[src/ep0_defines.svh]
// Register offsets, field positions, reset values and packet-length constants for the endpoint-zero control block
`ifndef EP0_DEFINES_SVH
`define EP0_DEFINES_SVH
// Printed offsets are not multiples of four: they are indices, byte address is index*4
`define EP0_CSR_IDX 8'h11
`define EP0_CNT_IDX 8'h16
`define EP0_CSR_ADDR 12'h044
`define EP0_CNT_ADDR 12'h058
`define EP0_CSR_RESET 8'h00
`define EP0_CNT_RESET 8'h00
`define B_OUT_RDY 0
`define B_IN_RDY 1
`define B_STALL_SENT 2
`define B_LAST_DONE 3
`define B_SETUP_END 4
`define B_SEND_STALL 5
`define B_OUT_SERV 6
`define B_SETUP_END_SERV 7
`define EP0_MAX_PKT 7'h40
`define SETUP_LEN 7'h08
`endif

[src/ep0_pkg.sv]
// Types shared by the endpoint-zero control block
package ep0_pkg;
  typedef enum logic [3:0] {
    PH_IDLE = 4'b0001,
    PH_TX = 4'b0010,
    PH_RX = 4'b0100,
    PH_STATUS_IN = 4'b1000
  } phase_e;

  typedef enum logic [2:0] {
    TOK_NONE = 3'h0,
    TOK_SETUP = 3'h1,
    TOK_OUT = 3'h2,
    TOK_IN = 3'h3
  } token_e;

  // One received or transmitted transaction as reported by the link engine
  typedef struct packed {
    logic tok_valid;
    token_e tok;
    logic rx_done;
    logic rx_err;
    logic rx_data1;
    logic [6:0] rx_len;
    logic rx_over;
    logic tx_acked;
    logic [6:0] tx_len;
  } link_ev_s;

  typedef struct packed {
    logic hs_valid;
    logic hs_ack;
    logic hs_nak;
    logic hs_stall;
  } hs_s;

  typedef struct packed {
    phase_e phase;
    logic out_rdy;
    logic in_rdy;
    logic stall_sent;
    logic last_done;
    logic setup_end;
    logic send_stall;
    logic [6:0] rx_cnt;
    logic stall_pend;
    hs_s hs;
    logic irq;
    logic pready;
    logic [31:0] prdata;
  } state_s;
endpackage

[src/usb_endpoint0_control.sv]
// Endpoint-zero control logic: handshakes, modes, STALL and registers over APB
// Operation
// - Handshakes are automatic; interrupt after complete packet received or sent-and-acked, and on STALL or setup end.
// - Corrupted or erroneous packets from the host raise no interrupt.
// - Interrupt on OUT/SETUP loaded, IN sent, IN status done, stall, setup end.
// - Receive count shows received bytes in low seven bits; top bit zero.
// - STALL on late OUT/IN after last data, oversize, nonempty status DATA1, send_stall.
// - Accept only eight-byte SETUP packets; reject any other length.
// - IN data interrupts on transmission; no interrupt for IN before packet loaded.
// - First IN enters transmit mode; SETUP or OUT there sets setup_end_flag.
// - Transmit mode ends on SETUP/OUT token, short packet or zero-length packet.
// - IN token answered with NAK while in_pkt_ready is zero.
// - Good OUT packet sets out_pkt_ready and interrupts; software then services it.
// - First OUT enters receive mode; SETUP or IN there sets setup_end_flag.
// - Receive mode ends on SETUP/IN token, short packet or zero-length packet.
// - setup_end_flag set on early transaction end; cleared by writing setup_end_serviced.
// - Writing out_serviced alone clears out_pkt_ready; it reads back zero.
// - send_stall aborts transfer; hardware clears it after STALL is sent.
// - last_data_done set by software with last packet; hardware clears it.
// - After any STALL, stall_sent is set with interrupt until software clears it.
// - in_pkt_ready cleared with interrupt on transmit or overwrite by SETUP/OUT.
//
// Added by the designer: the APB interface to the registers.
`include "ep0_defines.svh"
module usb_endpoint0_control
  import ep0_pkg::*;
#(
  parameter logic [6:0] MAX_PKT = `EP0_MAX_PKT
) (
  // Clock and reset
  input wire logic sys_clk,
  input wire logic sys_rst,
  // APB slave
  input wire logic psel,
  input wire logic penable,
  input wire logic pwrite,
  input wire logic [11:0] paddr,
  input wire logic [31:0] pwdata,
  input wire logic [3:0] pstrb,
  output logic [31:0] prdata,
  output logic pready,
  output logic pslverr,
  // Link engine events
  input wire link_ev_s ev,
  // Handshake to send and interrupt
  output hs_s hs,
  output logic ep0_irq
);

  state_s r_r;
  state_s r_nxt;
  logic pslverr_r;

  logic wr_csr;
  logic rd_acc;
  logic [7:0] wb;
  logic is_setup;
  logic is_out;
  logic is_in;
  logic rx_ok;
  logic short_rx;
  logic short_tx;
  logic fire_irq;

  assign rd_acc = psel && !penable;
  assign wr_csr = psel && penable && pwrite && pstrb[0] && (paddr == `EP0_CSR_ADDR);
  assign wb = pwdata[7:0];
  assign is_setup = ev.tok_valid && ev.tok == TOK_SETUP;
  assign is_out = ev.tok_valid && ev.tok == TOK_OUT;
  assign is_in = ev.tok_valid && ev.tok == TOK_IN;
  // Damaged packets are simply dropped: no flag, no interrupt
  assign rx_ok = ev.rx_done && !ev.rx_err;
  assign short_rx = ev.rx_len < MAX_PKT;
  assign short_tx = ev.tx_len < MAX_PKT;

  always_comb begin
    r_nxt = r_r;
    fire_irq = 1'b0;
    r_nxt.hs = '0;
    r_nxt.pready = 1'b0;
    // Software writes take effect on the access edge; hardware sets below override clears
    if (wr_csr) begin
      if (wb[`B_OUT_SERV]) begin
        r_nxt.out_rdy = 1'b0;
      end
      if (wb[`B_SETUP_END_SERV]) begin
        r_nxt.setup_end = 1'b0;
      end
      if (!wb[`B_STALL_SENT]) begin
        r_nxt.stall_sent = 1'b0;
      end
      if (wb[`B_SEND_STALL]) begin
        r_nxt.send_stall = 1'b1;
      end
      if (wb[`B_IN_RDY]) begin
        r_nxt.in_rdy = 1'b1;
      end
      if (wb[`B_LAST_DONE]) begin
        r_nxt.last_done = 1'b1;
      end
    end
    if (is_setup || is_out) begin
      // A token out of sequence ends the transfer early
      if (r_r.phase == PH_TX && !r_r.last_done) begin
        r_nxt.setup_end = 1'b1;
        fire_irq = 1'b1;
      end
      if (r_r.phase == PH_RX && is_setup && !r_r.last_done) begin
        r_nxt.setup_end = 1'b1;
        fire_irq = 1'b1;
      end
    end
    if (is_in && r_r.phase == PH_RX && !r_r.last_done) begin
      r_nxt.setup_end = 1'b1;
      fire_irq = 1'b1;
    end
    // Token and handshake handling
    if (ev.tok_valid) begin
      case (ev.tok)
        TOK_SETUP: begin
          r_nxt.phase = PH_IDLE;
          r_nxt.send_stall = 1'b0;
          r_nxt.last_done = 1'b0;
        end
        TOK_OUT: begin
          if (r_r.send_stall || (r_r.phase == PH_RX && r_r.last_done)) begin
            r_nxt.stall_pend = 1'b1;
          end else if (r_r.phase == PH_TX) begin
            r_nxt.phase = PH_STATUS_IN;
          end else if (r_r.phase == PH_IDLE) begin
            r_nxt.phase = PH_RX;
          end
        end
        TOK_IN: begin
          if (r_r.send_stall || (r_r.phase == PH_TX && r_r.last_done && !r_r.in_rdy)) begin
            r_nxt.stall_pend = 1'b1;
          end else if (!r_r.in_rdy) begin
            r_nxt.hs.hs_valid = 1'b1;
            r_nxt.hs.hs_nak = 1'b1;
            if (r_r.phase != PH_TX) begin
              r_nxt.phase = (r_r.phase == PH_RX) ? PH_IDLE : PH_TX;
            end
          end else if (r_r.phase != PH_TX) begin
            r_nxt.phase = PH_TX;
          end
        end
        default: begin
        end
      endcase
    end
    // Received data packet
    if (rx_ok) begin
      if (ev.rx_over || (r_r.phase == PH_STATUS_IN && ev.rx_data1 && ev.rx_len != 7'h00)) begin
        r_nxt.stall_pend = 1'b1;
      end else if (r_r.phase == PH_STATUS_IN) begin
        r_nxt.hs.hs_valid = 1'b1;
        r_nxt.hs.hs_ack = 1'b1;
        r_nxt.phase = PH_IDLE;
        r_nxt.last_done = 1'b0;
        fire_irq = 1'b1;
      end else if (r_r.phase == PH_IDLE && r_r.stall_pend == 1'b0 && ev.rx_len != `SETUP_LEN
                   && !r_r.out_rdy && r_r.send_stall == 1'b0 && r_nxt.phase == PH_IDLE) begin
        // Wrong-length SETUP: dropped without handshake
        r_nxt.hs = '0;
      end else if (!r_r.out_rdy) begin
        r_nxt.out_rdy = 1'b1;
        r_nxt.rx_cnt = ev.rx_len;
        r_nxt.hs.hs_valid = 1'b1;
        r_nxt.hs.hs_ack = 1'b1;
        fire_irq = 1'b1;
        if (r_r.in_rdy) begin
          r_nxt.in_rdy = 1'b0;
        end
        if (r_r.phase == PH_RX && short_rx) begin
          r_nxt.phase = PH_IDLE;
        end
      end else begin
        r_nxt.hs.hs_valid = 1'b1;
        r_nxt.hs.hs_nak = 1'b1;
      end
    end
    // Host acknowledged our IN data
    if (ev.tx_acked) begin
      r_nxt.in_rdy = 1'b0;
      fire_irq = 1'b1;
      if (short_tx) begin
        r_nxt.phase = PH_IDLE;
        r_nxt.last_done = 1'b0;
      end
    end
    // Issue pending STALL; flags follow on the same edge
    if (r_r.stall_pend) begin
      r_nxt.stall_pend = 1'b0;
      // STALL replaces any ACK or NAK chosen above, so the host never sees two handshakes
      r_nxt.hs = '0;
      r_nxt.hs.hs_valid = 1'b1;
      r_nxt.hs.hs_stall = 1'b1;
      r_nxt.stall_sent = 1'b1;
      r_nxt.send_stall = 1'b0;
      r_nxt.last_done = 1'b0;
      r_nxt.in_rdy = 1'b0;
      r_nxt.phase = PH_IDLE;
      fire_irq = 1'b1;
    end
    r_nxt.irq = fire_irq;
    // APB: no wait state, read data captured in setup phase
    if (rd_acc) begin
      r_nxt.pready = 1'b1;
      if (paddr == `EP0_CSR_ADDR) begin
        r_nxt.prdata = {24'h00_0000, 2'b00, r_r.send_stall, r_r.setup_end, r_r.last_done,
                        r_r.stall_sent, r_r.in_rdy, r_r.out_rdy};
      end else if (paddr == `EP0_CNT_ADDR) begin
        r_nxt.prdata = {24'h00_0000, 1'b0, r_r.rx_cnt};
      end else begin
        r_nxt.prdata = 32'h0000_0000;
      end
    end
  end

  always_ff @(posedge sys_clk) begin
    if (sys_rst) begin
      r_r <= '{phase: PH_IDLE, hs: '0, prdata: 32'h0000_0000, default: '0};
      pslverr_r <= 1'b0;
    end else begin
      r_r <= r_nxt;
      pslverr_r <= rd_acc && (paddr != `EP0_CSR_ADDR) && (paddr != `EP0_CNT_ADDR);
    end
  end

  assign prdata = r_r.prdata;
  assign pready = r_r.pready;
  assign pslverr = pslverr_r;
  assign hs = r_r.hs;
  assign ep0_irq = r_r.irq;
endmodule

[config.mk]
export PLATFORM = sky130hd
export DESIGN_NAME = usb_endpoint0_control
export DESIGN_NICKNAME = d
export VERILOG_FILES = /design/src/ep0_pkg.sv /design/src/usb_endpoint0_control.sv
export VERILOG_INCLUDE_DIRS = /design/src
export SDC_FILE = /design/constraint.sdc
export NUM_CORES = 1
export LEC_CHECK = 0
export ABC_CLOCK_PERIOD_IN_PS = 2000
export BUFFER_PORTS_ARGS = -buffer_cell sky130_fd_sc_hd__buf_2
export CAP_MARGIN = 20
export CORE_MARGIN = 5
export CORE_UTILIZATION = 39
export CTS_CLUSTER_DIAMETER = 150
export CTS_CLUSTER_SIZE = 12
export DETAILED_ROUTE_END_ITERATION = 16
export GPL_ROUTABILITY_DRIVEN = 0
export GPL_TIMING_DRIVEN = 0
export MAX_ROUTING_LAYER = met4
export PLACE_DENSITY = 0.76
export SLEW_MARGIN = 5
export SYNTH_ARGS = -nofsm -noshare
export SYNTH_HDL_FRONTEND = slang
export SYNTH_SLANG_ARGS = --single-unit
[constraint.sdc]
create_clock -name sys_clk -period 2 [get_ports sys_clk]
set_clock_uncertainty 0.1 [all_clocks]
set_input_delay 0.4 -clock sys_clk [delete_from_list [all_inputs] [get_ports sys_clk]]
set_output_delay 0.4 -clock sys_clk [all_outputs]
set_load 0.01 [all_outputs]
==> results by group, run 1 <==
Placement
  • IO buf count: 53
  • Post-Place Worst Slack: -0.467 ns
  • Dpl hpwl: a little under 4000 um

Pwr
  • P per Cell Area: 615 nW/um^2
  • Worst vdd ir: between 0.0002 and 0.0003 V
  • Overall Power: about 1600 uW
  • LEAKAGE: between 0.001 and 0.0015 uW

Drt
  • DRC errors left: 0
  • Antenna violation net count after detailed routing: 0
  • Post-DR vias/cell: approximately 4.8
  • Routed wire per std cell: about 13 um
  • Routed WL: 5160 um
  • Vias post-DR: 1,923
  • DR pass1 iterations: 5
  • Iteration-0 DRC Markers: roughly 240

Synth
  • Synth top area cells: dfxtp_1, buf_4, nand2b_1, nor3_1, nor2_1
  • Synth Flop Type: dfxtp_1
  • Top cell type's share of synthesized area: 0.331
  • Synth Warn #: 0
  • Yosys reg bits: 32
  • Mapped Area: about 1900 sq um
  • Syn_area_per_cell: between 8 and 9 sq um
  • Ys async rst share: 0
  • Yosys top cell by area: dfxtp_1
  • Count of unique library cells instantiated by Yosys: 43
  • Share of the yosys chip area belonging to registers: 0.331
  • Post-synth EDFFs: 0
  • Most numerous cell in the Yosys netlist: buf_4
  • Commonest cells in the netlist: buf_4, dfxtp_1, nor2_1
  • Post-Syn Instances: around 240

Clock tree
  • Reg clk slew, reported paths: 0.07 ns
  • Hold buffer count at CTS: 0
  • Clk root buf: clkbuf_8
  • CTS tree: built
  • Skew-Pair Late Insertion Delay: between 0.2 and 0.3 ns
  • Cts bufs inserted: 5
  • H-tree depth: 2
  • Deepest clock path buffer count: 2
  • Sink Count: 32

Global route
  • Tot GR Track Use: 0.160
  • First-pass GRT wire length: approximately 7800 um
  • Initial antenna violation count: 0
  • Vias in the first global route: between 1.5k and 2k
  • Overflow after GRT: 0
  • Largest net degree at the start of global routing: 11

Floorplanning
  • DIE AREA: approximately 6500 sq um
  • Core area: between 4000 and 5000 sq um
  • Die H: a little over 80 um
  • Die width: about 80 um
  • Initial core utilization: 0.405
  • Num rows: 25
  • I/O pins: approximately 120

Critical path
  • Critical path type: reg2reg
  • Max incr delay on CP: 0.54 ns
  • Worst path slowest cell: or4b_4
  • Worst-path cell chain: or4b_4, o311a_1, o22a_2, o21a_1, buf_6, o21ba_1
  • Critical Path Fanout Max: 5
  • Startpoint Class: register
  • Worst EP arrival: 2.19 ns
  • Worst Path Required: between 2 and 2.5 ns
  • Crit end category: register

Timing
  • Slew @ Worst Pin: roughly 0.58 ns
  • Peak Freq: approximately 0.48 GHz
  • Hold Fails Final Rpt: 0
  • Pins Over Slew Limit: 0
  • Period Utilization, post-route: 1.05
  • Final Critical Period: approximately 2.1 ns
  • Setup WS post-layout: -0.101 ns
  • Slew margin rel.: 0.610
  • RSZ-0062 raised after global routing: yes
  • Setup violations, final: 10
  • Setup_tns: -0.677 ns
  • Hold Slack: 0.273 ns

Layout
  • Share of layout cells above drive strength 1: 0.380
  • Number of diodes: 0
  • Multi-input gate area in the final layout: about 1100 sq um
  • FF+latch area: roughly 650 sq um
  • Synthesis-to-finish area growth: 35.2%
  • Fill cells: between 400 and 500
  • Util after Layout: 0.547
  • Nets: about 400

Job
  • Max Cap Viol: 0

Outcome
  • Violated checks: setup timing
  • Outcome: finished with violations

Hold path
  • Min-Delay Path Class: in2reg
[report_power, final]
group | total [uW] | internal, uW | switching, uW
clock network | 687 | 439 | 247
logic | 259 | 130 | 129
registers | 665 | 654 | 11.1
total | 1610 | 1220 | 387
[what timing repair did]
item | in CTS | in global routing
gates resized for setup | 7 | 8
cloned | 1 | 0
endpoints found under the setup margin | 14 | 23
buffers inserted | 4 | 5
pin swaps | 7 | 7
[final cells by class]
cell class | instances | area share
Sequential cell | 32 | 0.248
Clock buffer | 7 | 0.0368
Inverter | 6 | 0.00860
Tap cell | 67 | 0.0320
Buffer | 45 | 0.121
Multi-Input combinational cell | 178 | 0.412
Timing Repair Buffer | 63 | 0.129
Clock inverter | 1 | 0.0115
[critical path: cells and delay by family, from the launching register on]
kind | cells | cell delay, ns
flops | 1 | 0.35
compound gates | 4 | 0.85
simple gates | 1 | 0.54
buf+inv | 1 | 0.14
[placed cells by master, fill, tap and decap left out, types with 2 or more instances in the layout]
cell,n
a31oi_1,3
buf_4,46
dfxtp_2,2
or2_2,2
nand3_1,6
nand3b_1,2
or4_1,2
nor2_1,19
nor4_1,3
o21ai_0,3
a21oi_1,14
mux2i_1,7
inv_1,6
or4b_4,2
dfxtp_4,2
a211o_1,2
nor2b_1,4
nand2b_1,18
a221oi_1,6
buf_2,56
dfxtp_1,28
o211ai_1,2
nor3b_1,4
nor3_1,16
clkbuf_1,5
o21ai_1,2
clkbuf_8,7
and4_1,2
nand2_1,12
conb_1,25
o21a_1,3
[sequential cells by signal (all words and copies together), names as in the netlist]
| signal | cells |
|---|---|
| hs | 4 |
| pready | 1 |
| prdata | 7 |
| pslverr | 1 |
| r_r | 18 |
| ep0_irq | 1 |
[cell families after synthesis]
group / synth area share
AO/OA/AOI/OAI: 0.161
AND/OR/NAND/NOR: 0.287
flip-flops: 0.331
multiplexers: 0.0362
buffers and inverters: 0.183
other: 0.00194
[metrics by stage]
step | cell area (sq um) | instances
after CTS | 2550 | 395
after detailed placement | 2380 | 383
final | 2620 | 399
after floorplan | 2030 | 263
after global placement | 2380 | 383
after global routing | 2620 | 399
[metal layers]
| layer | up-vias | global-route usage | part of all wire |
|---|---|---|---|
| met5 | - | - | 0 |
| met4 | 0 | 0.0828 | 0.029 |
| met1 | 837 | 0.199 | 0.43 |
| li1 | 964 | - | - |
| met3 | 17 | 0.0213 | 0.066 |
| met2 | 105 | 0.252 | 0.47 |
[worst paths after layout]
path,from,to,slack (ns),depth (start not counted)
hold / removal,ev[14],r_r[44]$_SDFFE_PP0P_,0.27,3
setup reg to reg,r_r[52]$_SDFF_PP1_,r_r[51]$_SDFF_PP0_,-0.10,6
setup / recovery,r_r[52]$_SDFF_PP1_,r_r[51]$_SDFF_PP0_,-0.10,6
hold reg to reg,r_r[47]$_SDFF_PP0_,r_r[47]$_SDFF_PP0_,0.36,2
(Power assumes the default switching activity.)
==> run 2, diff against run 1 <==
CORE_UTILIZATION = 35   (was 39)
PLACE_DENSITY = 0.69   (was 0.76)
==> run 2 against run 1 <==
  * The flow still finishes with violations (setup timing)
  * Critical path depth stayed put
  * Clock power down 32%
  * Critical path type unchanged
  * First-iteration DRC count is 6.7% lower
  * Hold slack improved by 0.0058 ns
  * Final cell count grew 0.50%
==> results by group, run 2 (synthesis results as in run 1) <==
Drt
  • Iteration-0 DRC Markers: ~220
  • Routed wire per std cell: approximately 13 um
  • Vias post-DR: roughly 1.9k
  • DR pass1 iterations: 4
  • Antenna violation net count after detailed routing: 0
  • Routed WL: roughly 5100 um
  • DRC errors left: 0
  • Post-DR vias/cell: about 4.7

Critical path
  • Worst EP arrival: approximately 2.2 ns
  • Startpoint Class: register
  • Reg2reg setup slack: -0.12 ns
  • Reg2reg start: r_r[53]$_SDFF_PP0_
  • Worst path slowest cell: or4b_4
  • Worst Reg-to-Reg Cells: 6
  • Setup crit end: r_r[51]$_SDFF_PP0_
  • Critical Path Fanout Max: 8
  • End of the worst register-to-register path: r_r[51]$_SDFF_PP0_
  • CP Buf/Inv Count: 1
  • Critical path type: reg2reg
  • Stages on the worst setup path: 6
  • Family with the most delay on the worst path: compound AO/OA/AOI/OAI gates
  • Setup crit start: r_r[53]$_SDFF_PP0_
  • Worst Path Required: roughly 2.1 ns
  • Max incr delay on CP: roughly 0.53 ns
  • Worst-path cell chain: or4b_4, o311a_1, o22a_2, o21a_1, buf_6, o21ba_1
  • Crit end category: register

Timing
  • Slew margin rel.: 0.609
  • Setup WS post-layout: -0.117 ns
  • Hold Fails Final Rpt: 0
  • Peak Freq: about 0.47 GHz
  • Setup violations, final: 11
  • Final Critical Period: 2.12 ns
  • Slew @ Worst Pin: a little under 0.6 ns
  • Period Utilization, post-route: 1.06
  • Pins Over Slew Limit: 0
  • Setup_tns: -0.774 ns
  • RSZ-0062 raised after global routing: yes

Placement
  • IO buf count: between 50 and 60
  • Placed insts: 388
  • Dpl hpwl: about 3800 um

Global route
  • Initial antenna violation count: 0
  • First-pass GRT wire length: 8160 um
  • Vias in the first global route: roughly 1.8k
  • Tot GR Track Use: 0.144
  • Overflow after GRT: 0
  • Largest net degree at the start of global routing: 11

Layout
  • Number of diodes: 0
  • Max reg flops: 18
  • Reg with most FFs: r_r
  • Nets: between 400 and 500
  • Commonest non-fill, non-tap cell in the layout: buf_2
  • Post-Layout Cell Count: ~400
  • Fill cells: around 550
  • Most frequent cells in the layout: buf_2, buf_4, dfxtp_1
  • Synthesis-to-finish area growth: 33.7%
  • Share of layout cells above drive strength 1: 0.383

Floorplanning
  • DIE AREA: between 7000 and 8000 sq um
  • Initial core utilization: 0.356
  • Die H: around 84 um
  • Die width: approximately 84 um
  • I/O pins: 115
  • Num rows: 27
  • Core area: 5440 sq um

Pwr
  • LEAKAGE: around 0.0012 uW
  • Combinational power share: 0.188
  • Sw Ratio: 0.267
  • P per Cell Area: around 540 nW/um^2
  • Worst vdd ir: approximately 0.00023 V
  • Clock network power share: 0.334
  • Sequential Power Share: 0.477
  • P_int: just over 1000 uW
  • Sw Pwr: between 300 and 400 uW

Clock tree
  • Sink Count: 32
  • Hold buffer count at CTS: 0
  • Reg clk slew, reported paths: 0.07 ns
  • H-tree depth: 2
  • Clk root buf: clkbuf_8
  • CTS tree: built
  • Cts bufs inserted: 5
  • Deepest clock path buffer count: 2
  • Skew-Pair Late Insertion Delay: around 0.29 ns

Outcome
  • Violated checks: setup timing
  • Outcome: finished with violations

Hold path
  • Min-Delay Path Class: in2reg

Job
  • Max Cap Viol: 0
[run 2: timing repair]
item	CTS	global route
gates resized for setup	7	14
pin swaps	8	4
gates cloned	1	0
setup buffers	4	2
endpoints found under the setup margin	14	26
endpoints found under the hold margin	0	0
[run 2: area by class of cell]
cell class	instances	area [sq um]	share of cell area
multi-input cells	178	1110	0.427
clock buffers	6	72.6	0.0280
clock inverters	1	5.00	0.00193
inverters	6	22.5	0.00870
well taps	72	90.1	0.0348
plain buffers	46	322	0.124
flip-flops and latches	32	653	0.252
repair buffers	60	318	0.123
[run 2: worst reg2reg max path, cell delays in order, from the launching register on]
cell	delay, ns
dfxtp_4	0.37
or4b_4	0.53
o311a_1	0.30
o22a_2	0.22
o21a_1	0.20
buf_6	0.14
o21ba_1	0.16
[run 2: power groups by stage]
stage | Sequential [uW] | Clock, uW | Combinational [uW]
final | 664 | 465 | 262
after global routing | 665 | 510 | 289
after CTS | 665 | 473 | 250
after detailed placement | 680 | 0 | 243
after global placement | 680 | 0 | 242
after floorplan | 679 | 0 | 166
[run 2: worst min-delay path by stage]
stage | cells after the start | end | start | slack, ns
4_1_cts | 3 | r_r[44]$_SDFFE_PP0P_ | ev[14] | 0.28
3_5_place_dp | 2 | prdata[6]$_SDFFE_PP0P_ | prdata[6]$_SDFFE_PP0P_ | 0.35
3_3_place_gp | 2 | prdata[6]$_SDFFE_PP0P_ | prdata[6]$_SDFFE_PP0P_ | 0.35
5_1_grt | 3 | r_r[43]$_SDFFE_PP0P_ | ev[13] | 0.28
2_1_floorplan | 2 | prdata[6]$_SDFFE_PP0P_ | prdata[6]$_SDFFE_PP0P_ | 0.33
6_report | 3 | r_r[44]$_SDFFE_PP0P_ | ev[14] | 0.28
[run 2: per-layer routing]
metal | vias to the layer above | GRT usage | wire length (um)
met2 | 87 | 0.227 | 2410
li1 | 967 | - | -
met3 | 14 | 0.0294 | 428
met5 | - | - | 0
met1 | 828 | 0.171 | 2130
met4 | 0 | 0.0777 | 153
[run 2: per-stage QoR]
step	power [uW]	setup slack, ns	utilization	instance area [sq um]	hold WS [ns]
3_3_place_gp	922	-0.479	0.439	2390	0.345
6_report	1390	-0.117	0.476	2590	0.279
3_5_place_dp	923	-0.442	0.439	2390	0.347
5_1_grt	1470	-0.144	0.476	2590	0.284
2_1_floorplan	845	-0.0879	-	2030	0.332
4_1_cts	1390	-0.145	0.463	2520	0.278
